## src/hdl/isf_pkg.sv

```systemverilog
package isf_pkg;
    // Source indices in fixed polling order, highest first
    localparam int ISF_NSRC = 10;
    localparam int SRC_EXTA = 0;
    localparam int SRC_SER2 = 1;
    localparam int SRC_TMR0 = 2;
    localparam int SRC_TWI = 3;
    localparam int SRC_EXTB = 4;
    localparam int SRC_DDC = 5;
    localparam int SRC_TMR1 = 6;
    localparam int SRC_USB = 7;
    localparam int SRC_SER1 = 8;
    localparam int SRC_TMR2 = 9;
    // Machine cycle is twelve core clocks; flags sampled late in it
    localparam logic [3:0] ISF_MC_LAST = 4'hB;
    localparam logic [3:0] ISF_SAMPLE_PHASE = 4'h9;
    localparam logic [3:0] ISF_ID_NONE = 4'hF;
    localparam logic [9:0] ISF_RESET_VEC = 10'h000;
endpackage

```

## src/hdl/isf_flag_logic.sv

```systemverilog
`timescale 1ns/1ps
// What this block does
// - Ten request sources: two pins, three timers, two-wire, display channel, bus-serial, two serial.
// - Pin A is level or edge detected per type bit; its flag raises request.
// - Edge flags clear on vectoring; level flags are not cleared by vectoring.
// - Pin B works as pin A with its own type bit and flag.
// - Converter done can take over pin B request.
// - Timer zero/one overflow sets their flags, except timer zero in split mode 3.
// - Timer zero/one flags clear automatically when serviced.
// - Timer two overflow flag set by hardware, cleared only by software.
// - Timer two external input, gated by its enable, sets the external flag.
// - Two-wire interrupt follows channel-two status bit, cleared by hardware.
// - Display interrupt from status bit, channel-one bit or protocol-switch flag.
// - Only display status bit clears by hardware; the other two need software.
// - Bus-serial interrupt from endpoint, suspend, resume and end-of-packet events.
// - Same-level simultaneous requests resolved by fixed polling order, pin A first.
// - Global enable low blocks all; high lets each source's enable gate it.
// - Flags sampled late each machine cycle, polled at the last phase of the same one.
module isf_flag_logic
    import isf_pkg::*;
(
    // Clock and reset
    input wire logic ref_clk,
    input wire logic rst,
    // External pins, already synchronous
    input wire logic extRequestA,
    input wire logic extRequestB,
    input wire logic extATypeSelect,
    input wire logic extBTypeSelect,
    // Converter takeover of pin B
    input wire logic adcOwnsExtB,
    input wire logic adcDone,
    // Timer events and control
    input wire logic timerZeroOverflow,
    input wire logic timerZeroSplitMode3,
    input wire logic timerOneOverflow,
    input wire logic timerTwoOverflow,
    input wire logic timerTwoExtInput,
    input wire logic timerTwoExtEnable,
    input wire logic timerTwoOvfClear,
    input wire logic timerTwoExtClear,
    // Peripheral status levels (their own flags)
    input wire logic twowireChan2Intr,
    input wire logic twowireChan1Intr,
    input wire logic ddcChanOneIntr,
    input wire logic protocolSwitchFlag,
    input wire logic [6:0] usbEventFlags,
    input wire logic serialOneIntr,
    input wire logic serialTwoIntr,
    // Enables and priority
    input wire logic globalIrqEnable,
    input wire logic [9:0] srcEnable,
    input wire logic [9:0] srcHighPrio,
    // Core handshake
    input wire logic vectorAck,
    // Outputs
    output logic extARequestFlag,
    output logic extBRequestFlag,
    output logic timerZeroOverflowFlag,
    output logic timerOneOverflowFlag,
    output logic timerTwoOverflowFlag,
    output logic timerTwoExtFlag,
    output logic irqPending,
    output logic [3:0] irqId,
    output logic twowireHwClear,
    output logic ddcHwClear
);
    typedef struct packed {
        logic [3:0] phase;
        logic prevA;
        logic prevB;
        logic prevT2x;
        logic fa;
        logic fb;
        logic ft0;
        logic ft1;
        logic ft2;
        logic fx2;
        logic [9:0] sampled;
        logic pend;
        logic [3:0] id;
        logic twClr;
        logic ddcClr;
    } isf_state_s;

    isf_state_s st_q;
    isf_state_s st_d;
    logic [9:0] liveReq;
    logic [9:0] gatedHi;
    logic [9:0] gatedLo;
    logic [3:0] hiId;
    logic [3:0] loId;
    logic hiAny;
    logic loAny;
    logic pinB;
    logic ackA;
    logic ackB;

    // Core vectoring to one given source; shared by every hardware clear
    function automatic logic ackHits(logic ack, logic [3:0] cur, int src);
        return ack && cur == 4'(src);
    endfunction

    // Takeover: converter drives the pin B path
    assign pinB = adcOwnsExtB ? adcDone : extRequestB;
    assign ackA = ackHits(vectorAck, st_q.id, SRC_EXTA);
    assign ackB = ackHits(vectorAck, st_q.id, SRC_EXTB);

    // Live request vector, one bit per source
    always_comb begin
        liveReq = ISF_RESET_VEC;
        liveReq[SRC_EXTA] = st_q.fa;
        liveReq[SRC_SER2] = serialTwoIntr;
        liveReq[SRC_TMR0] = st_q.ft0;
        liveReq[SRC_TWI] = twowireChan2Intr;
        liveReq[SRC_EXTB] = st_q.fb;
        liveReq[SRC_DDC] = twowireChan1Intr | ddcChanOneIntr | protocolSwitchFlag;
        liveReq[SRC_TMR1] = st_q.ft1;
        liveReq[SRC_USB] = |usbEventFlags;
        liveReq[SRC_SER1] = serialOneIntr;
        liveReq[SRC_TMR2] = st_q.ft2 | st_q.fx2;
    end

    // Gate by enables, split by priority level
    assign gatedHi = globalIrqEnable ? (st_q.sampled & srcEnable & srcHighPrio) : 10'h000;
    assign gatedLo = globalIrqEnable ? (st_q.sampled & srcEnable & ~srcHighPrio) : 10'h000;

    isf_poll_pick uHi (
        .reqVec(gatedHi),
        .pickId(hiId),
        .pickAny(hiAny)
    );
    isf_poll_pick uLo (
        .reqVec(gatedLo),
        .pickId(loId),
        .pickAny(loAny)
    );

    // Next-state: source flags set win over any clear in the same cycle; vector clear wins over sample and poll
    always_comb begin
        st_d = st_q;
        st_d.phase = (st_q.phase == ISF_MC_LAST) ? 4'h0 : st_q.phase + 4'h1;
        st_d.prevA = extRequestA;
        st_d.prevB = pinB;
        st_d.prevT2x = timerTwoExtInput;
        // Pin A: edge flag sticks until vectored, level flag tracks pin
        if (extATypeSelect) begin
            st_d.fa = (extRequestA && !st_q.prevA) || (st_q.fa && !ackA);
        end else begin
            st_d.fa = extRequestA;
        end
        // Pin B mirrors pin A
        if (extBTypeSelect) begin
            st_d.fb = (pinB && !st_q.prevB) || (st_q.fb && !ackB);
        end else begin
            st_d.fb = pinB;
        end
        // Timer zero and one: set on overflow, cleared on service
        st_d.ft0 = (timerZeroOverflow && !timerZeroSplitMode3)
            || (st_q.ft0 && !ackHits(vectorAck, st_q.id, SRC_TMR0));
        st_d.ft1 = timerOneOverflow || (st_q.ft1 && !ackHits(vectorAck, st_q.id, SRC_TMR1));
        // Timer two: software clear only
        st_d.ft2 = timerTwoOverflow || (st_q.ft2 && !timerTwoOvfClear);
        st_d.fx2 = (timerTwoExtEnable && !timerTwoExtInput && st_q.prevT2x)
            || (st_q.fx2 && !timerTwoExtClear);
        // Sample late in the machine cycle, poll at its last phase
        if (st_q.phase == ISF_SAMPLE_PHASE) begin
            st_d.sampled = liveReq;
        end
        if (st_q.phase == ISF_MC_LAST) begin
            st_d.pend = hiAny | loAny;
            st_d.id = hiAny ? hiId : loId;
        end
        // Hardware clear of peripheral status bits on vectoring
        st_d.twClr = ackHits(vectorAck, st_q.id, SRC_TWI);
        st_d.ddcClr = ackHits(vectorAck, st_q.id, SRC_DDC) && twowireChan1Intr;
        // Vector taken: drop request until next poll
        if (vectorAck) begin
            st_d.pend = 1'b0;
            st_d.id = ISF_ID_NONE;
            st_d.sampled[st_q.id] = 1'b0;
        end
    end

    // State register
    always_ff @(posedge ref_clk) begin
        if (rst) begin
            st_q <= '{phase: 4'h0, prevA: 1'b0, prevB: 1'b0, prevT2x: 1'b0, fa: 1'b0,
                fb: 1'b0, ft0: 1'b0, ft1: 1'b0, ft2: 1'b0, fx2: 1'b0,
                sampled: ISF_RESET_VEC, pend: 1'b0, id: ISF_ID_NONE, twClr: 1'b0,
                ddcClr: 1'b0};
        end else begin
            st_q <= st_d;
        end
    end

    // Outputs straight from flops
    assign extARequestFlag = st_q.fa;
    assign extBRequestFlag = st_q.fb;
    assign timerZeroOverflowFlag = st_q.ft0;
    assign timerOneOverflowFlag = st_q.ft1;
    assign timerTwoOverflowFlag = st_q.ft2;
    assign timerTwoExtFlag = st_q.fx2;
    assign irqPending = st_q.pend;
    assign irqId = st_q.id;
    assign twowireHwClear = st_q.twClr;
    assign ddcHwClear = st_q.ddcClr;
endmodule

```

## src/hdl/isf_poll_pick.sv

```systemverilog
`timescale 1ns/1ps
// Fixed-order pick among sampled, enabled requests
module isf_poll_pick
    import isf_pkg::*;
(
    // Requests
    input wire logic [9:0] reqVec,
    // Winner
    output logic [3:0] pickId,
    output logic pickAny
);
    // Lowest index wins
    always_comb begin
        pickId = ISF_ID_NONE;
        pickAny = 1'b0;
        for (int i = ISF_NSRC - 1; i >= 0; i--) begin
            if (reqVec[i]) begin
                pickId = 4'(i);
                pickAny = 1'b1;
            end
        end
    end
endmodule

```

## config.mk

```make
export PLATFORM = sky130hd
export DESIGN_NAME = isf_flag_logic
export DESIGN_NICKNAME = d
export VERILOG_FILES = /design/src/hdl/isf_pkg.sv /design/src/hdl/isf_flag_logic.sv /design/src/hdl/isf_poll_pick.sv
export SDC_FILE = /design/constraint.sdc
export NUM_CORES = 1
export LEC_CHECK = 0
export ABC_CLOCK_PERIOD_IN_PS = 1900
export BUFFER_PORTS_ARGS = -buffer_cell sky130_fd_sc_hd__buf_4
export CAP_MARGIN = 20
export CORE_MARGIN = 5
export CORE_UTILIZATION = 30
export DETAILED_ROUTE_END_ITERATION = 12
export MAX_ROUTING_LAYER = met4
export SETUP_SLACK_MARGIN = 0.5
export SYNTH_ARGS = -nofsm -noshare
export SYNTH_HDL_FRONTEND = slang
export SYNTH_HIERARCHICAL = 1
export SYNTH_SLANG_ARGS = --single-unit
```

## constraint.sdc

```tcl
create_clock -name ref_clk -period 1.9 [get_ports ref_clk]
set_input_delay 0.285 -clock ref_clk [delete_from_list [all_inputs] [get_ports ref_clk]]
set_output_delay 0.285 -clock ref_clk [all_outputs]
set_load 0.005 [all_outputs]
```

## Word level (Yosys, flattened, before mapping)

Index checks and enable logic that the tools add are counted.

| cells by class | value |
|---|---|
| order comparisons | 2 |
| reductions and logical operators | 39 |
| add/sub/neg operators | 1 |
| multiplexer cells | 51 |
| eq/ne operators | 7 |
| bitwise operators | 10 |

Operator list:

| operator | number |
|---|---|
| 2-to-1 mux 4 bit | 17 |
| bitwise AND 10 bit | 4 |
| 2-to-1 mux 10 bit | 3 |
| 2-to-1 mux 1 bit | 24 |
| inverter 10 bit | 2 |
| logical AND 1 bit | 19 |
| 2-to-1 mux 15 bit | 1 |
| == test 4 x 3 -> 1 bit (second input constant) | 3 |
| 2-to-1 mux 3 bit | 4 |
| logical NOT 1 bit | 10 |
| == test 4 x 2 -> 1 bit (second input constant) | 2 |
| == test 4 bit (second input constant) | 2 |
| OR reduction 7 bit | 1 |
| logical OR 1 bit | 6 |
| less-than comparator 4 x 5 -> 1 bit (second input constant) | 1 |
| 2-to-1 mux 5 bit | 1 |
| adder 4 x 1 -> 4 bit (second input constant) | 1 |
| demux 1 bit (select 4 bit) | 1 |
| greater-or-equal comparator 4 x 1 -> 1 bit (second input constant) | 1 |
| logical NOT 4 bit | 1 |
| bitwise OR 1 bit | 4 |
| OR reduction 2 bit | 2 |

| storage, ports and cells | value |
|---|---|
| output and inout bits | 13 |
| logic and storage cells | 125 |
| input port bits | 51 |
| flip-flop bits (word level) | 30 |

## Logic depth before layout (Yosys ltp)

| logic depth | value |
|---|---|
| word-level depth | 16 |
| depth in mapped cells | 9 |
| depth with buffers taken out | 7 |

## Hierarchy

The synthesis kept the hierarchy.

By module, submodules not included:

| module | area each (µm²) | times used | cells an instance | seq. area each (µm²) |
|---|---|---|---|---|
| isf_flag_logic | 1443.9 | 1 | 179 | 600.6 |
| isf_poll_pick | 107.6 | 2 | 17 | 0.0 |

## Worst setup path before layout

OpenSTA, ideal clock, no wires.

| timing path | value |
|---|---|
| kind | in2reg |
| start | input port globalIrqEnable |
| end | register st_q (netlist bit irqPending) |
| library setup time | 0.131 ns |
| required time | 1.769 ns |
| slack | 0.005 ns |
| path buffers | 2 |
| stages | 9 |
| arrival | 1.764 ns |
| path through | clkbuf_1 nand3_1 nor2_1 or4_4 nor2_4 nand2_1 clkbuf_1 nor3_1 nor4_1 |

RTL lines:

| what | RTL line | RTL |
|---|---|---|
| start, declared | isf_flag_logic.sv:51 | `input wire logic globalIrqEnable,` |
| 2-to-1 mux 10 bit | isf_flag_logic.sv:125 | `assign gatedHi = globalIrqEnable ? (st_q.sampled & srcEnable & srcHighPrio) : 10'h000;` |
| via gatedHi[0] | isf_flag_logic.sv:89 | `logic [9:0] gatedHi;` |
| 2-to-1 mux 1 bit | isf_poll_pick.sv:17 | `if (reqVec[i]) begin` |
| via hiAny | isf_flag_logic.sv:93 | `logic hiAny;` |
| bitwise OR 1 bit | isf_flag_logic.sv:171 | `st_d.pend = hiAny \| loAny;` |
| end signal, assigned | isf_flag_logic.sv:188 | `st_q <= '{phase: 4'h0, prevA: 1'b0, prevB: 1'b0, prevT2x: 1'b0, fa: 1'b0,` |
| end signal, assigned | isf_flag_logic.sv:193 | `st_q <= st_d;` |
| end, declared | isf_flag_logic.sv:86 | `isf_state_s st_q;` |

The timed path passes the listed nets, and every way through them passes these cells.
A chain may end at the register's enable or synchronous reset.

## Worst setup path in the final report

| timing path | value |
|---|---|
| start | register st_q[9] (netlist bit) |
| end | register st_q (netlist bit irqId[1]) |

| between the ends | value |
|---|---|
| longest elaborated chain between the ends | 7 |

Ends and longest elaborated chain:

| what | RTL line | RTL |
|---|---|---|
| bitwise AND 10 bit (2 in series) | isf_flag_logic.sv:125 |  |
| 2-to-1 mux 10 bit | isf_flag_logic.sv:125 |  |
| via gatedHi[2] | isf_flag_logic.sv:89 |  |
| 2-to-1 mux 1 bit (3 in series) | isf_poll_pick.sv:17 |  |
| via hiAny | isf_flag_logic.sv:93 |  |
| 2-to-1 mux 4 bit | isf_flag_logic.sv:172 | `st_d.id = hiAny ? hiId : loId;` |

The timed path passes the listed nets, and every way through them passes these cells.

==> out/qor.csv <==
stage,metric,value,unit
clock_tree,cts_buffers,5,
worst_setup_path,criticalPathCategory,reg2reg,
worst_setup_path,arrival,1.80,ns
synth,netlist_instances,213,
timing,post-route-period-util,0.870,
final_layout,diodes,0,
global_routing,grt_pass1_wl,7.56,mm
global_routing,overflow,0,
worst_setup_path,worst-path-max-fanout,5,
place,hpwl,3.63,mm
timing,rsz0062_at_grt,yes,
power_and_ir_drop,ir_drop,0.000436,V
floorplanning,rows,27,
power_and_ir_drop,combPwrFrac,0.119,
global_routing,grt_max_degree,24,
power_and_ir_drop,p_sw,333,uW
clock_tree,clockBufferDepth,2,
floorplanning,num_io_pins,64,
drt,drt_iter0_markers,49,
place,gp_congestion,0.833,
floorplanning,die_w,84.4,um
drt,dr.pass1.iters,4,
timing,fmax,605,MHz
power_and_ir_drop,switching_share,0.242,
worst_setup_path,worstPathRequired,2.05,ns
drt,vias_per_cell,4.83,
place,placed_area,2220,um^2
worst_setup_path,rr_worst_depth,7,
timing,hold_slack,0.196,ns
global_routing,grt_pass1_vias,1610,
global_routing,grt_usage,0.137,
synth,yosys_warnings,6,
job,drv_cap,0,
timing,fin_setup_tns,0,ns
clock_tree,h-tree-depth,2,
synth,seq_area_frac_synth,0.362,
power_and_ir_drop,p_leak,0.00105,uW
timing,tightest_slew,0.462,ns
floorplanning,start_util,0.305,
floorplanning,dieArea,7120,um^2
synth,synth_cell_type_count,37,
worst_setup_path,startpoint_type,flip-flop,
clock_tree,insertion_delay,0.28,ns
final_layout,nets,335,
timing,setup_viol,0,
synth,ys_top_cells_by_area,"dfxtp_1, nor2_1, mux2i_1",
floorplanning,die_h,84.4,um
drt,drc,0,
synth,synth_ff_type,dfxtp_1,
synth,ys_ff_latch,30,
worst_setup_path,end_kind,flip-flop,
status,status,"complete, no violations",
timing,fin_crit,1.65,ns
power_and_ir_drop,seqPwrFrac,0.483,
synth,synth_area_leader_cell,dfxtp_1,
place,dp_slack,0.0243,ns
global_routing,antenna_found_initial,0,
timing,maxSlewHeadroom,0.690,
timing,hold_viol_final,0,
synth,synth_edf_count,0,
synth,syn_area,1660,um^2
place,buffer_ports.inserted,63,
drt,route.final.wire_length,4.85,mm
clock_tree,cts.sink_count,30,
hold_path,hold_class,in2reg,
floorplanning,core,5440,um^2
power_and_ir_drop,clockPowerShare,0.398,
synth,ys_async_sr_fraction,0,
timing,worst_clock_skew,0.00642,ns
synth,synth_top_area_frac,0.362,
timing,setup_slack,0.246,ns
final_layout,area_growth,46.8,%
power_and_ir_drop,power_density,564,nW/um^2
final_layout,final_common_cell,buf_4,
clock_tree,cts_tree,yes,
final_layout,most-common-layout-cells,"buf_4, nor2_1, dfxtp_1",
synth,syn_area_per_cell,7.79,um^2
clock_tree,cts.clk_slew.worst_paths,0.07,ns
final_layout,design_area,2430,um^2
power_and_ir_drop,p_int,1040,uW
synth,syn_nets,266,
drt,ant_nets,0,
clock_tree,cts-root-buf,clkbuf_8,
hold_path,holdPathStages,2,
timing,maxSlewViolCount,0,
drt,vias,1714,
drt,wl_per_cell,13.7,um
final_layout,drive_gt1_frac,0.403,
==> power groups by stage <==
stage	combinational, uW	clock [uW]	sequential (uW)
6_report	164	546	663
2_1_floorplan	53.7	0	673
3_5_place_dp	159	0	675
4_1_cts	161	552	663
3_3_place_gp	158	0	675
5_1_grt	181	584	664
==> path summary, 6_finish.rpt <==
| kind | end | slack (ns) | from |
|---|---|---|---|
| worst max register to register | irqId[1]$_SDFFE_PP1N_ | 0.25 | st_q[9]$_SDFF_PP0_ |
| worst max-delay path | irqId[1]$_SDFFE_PP1N_ | 0.25 | st_q[9]$_SDFF_PP0_ |
| worst min-delay path | irqPending$_SDFFE_PP0N_ | 0.20 | vectorAck |
| worst min register to register | st_q[26]$_SDFF_PP0_ | 0.46 | st_q[26]$_SDFF_PP0_ |
==> synth_stat cells (2+ instances only) <==
cell      instances
a21oi_1           7
ha_1              2
nor2b_1           4
inv_1            18
nor2_1           41
and3b_1           3
a211oi_1          3
o211ai_1          4
nand3b_1          5
a32o_1            2
a31oi_1           2
o31ai_1           2
dfxtp_1          30
o21ai_0           4
a21boi_0          4
nor3b_1           3
nand2b_1          3
buf_4             4
nor3_1            8
or4_4             4
clkbuf_1          5
nand2_1          17
nor4_1            4
mux2i_1           8
nand3_1          10
nor2_4            2
a311oi_1          2
o31a_1            3
==> metal layers <==
layer | part of all wire | vias up | track usage | wire (um)
li1 | - | 878 | - | -
met1 | 0.44 | 781 | 0.160 | 2150
met2 | 0.50 | 47 | 0.228 | 2400
met3 | 0.044 | 8 | 0.0393 | 215
met4 | 0.016 | 0 | 0.0403 | 76
met5 | 0 | - | - | 0
==> area by class of cell <==
type                    count  area (um^2)
flip-flops and latches     30          611
well taps                  72         90.1
multi-input cells         155         1030
clock buffers               6         82.6
fillers                   557         3000
inverters                  18         67.6
repair buffers             72          541
clock inverters             2         12.5
==> timing repair <==
action                                  in CTS  in global routing
pin swaps                                    3                  9
hold buffers                                 0                  0
endpoints found under the setup margin      12                 14
gates cloned                                 1                  0
endpoints found under the hold margin        0                  0
resized for setup                            7                 13
buffers inserted                             1                  7
==> worst max-delay path, stage by stage, from the launching register on <==
cell	delay (ns)
dfxtp_2	0.33
nand3_4	0.08
nor2_4	0.04
or4_4	0.55
nor2_4	0.15
nand2_4	0.09
mux2i_1	0.18
o211ai_1	0.11
==> logic make-up (layout without fill, tap and decap cells) <==
| group | count (synthesis) | count (layout) | share of synthesized area |
|---|---|---|---|
| simple gates | 108 | 109 | 0.342 |
| flops | 30 | 30 | 0.362 |
| fa+ha+maj | 2 | 2 | 0.0151 |
| compound gates | 36 | 36 | 0.152 |
| buf+inv | 29 | 98 | 0.0799 |
| mux | 8 | 8 | 0.0483 |
==> registers in the layout (all words and copies together), names as in the netlist <==
| name | flops |
|---|---|
| st_q | 17 |
| irqId | 4 |
| ddcHwClear | 1 |
| extARequestFlag | 1 |
| extBRequestFlag | 1 |
| irqPending | 1 |
| timerOneOverflowFlag | 1 |
| timerTwoExtFlag | 1 |
| timerTwoOverflowFlag | 1 |
| timerZeroOverflowFlag | 1 |
| twowireHwClear | 1 |
==> per-stage QoR <==
step	std cells	power, uW	util
global route	355	1430	0.448
detailed placement	338	834	0.408
floorplan	213	727	-
CTS	348	1380	0.431
finish	355	1370	0.448
global placement	338	833	0.408
Power figures use the tool's default switching activity.
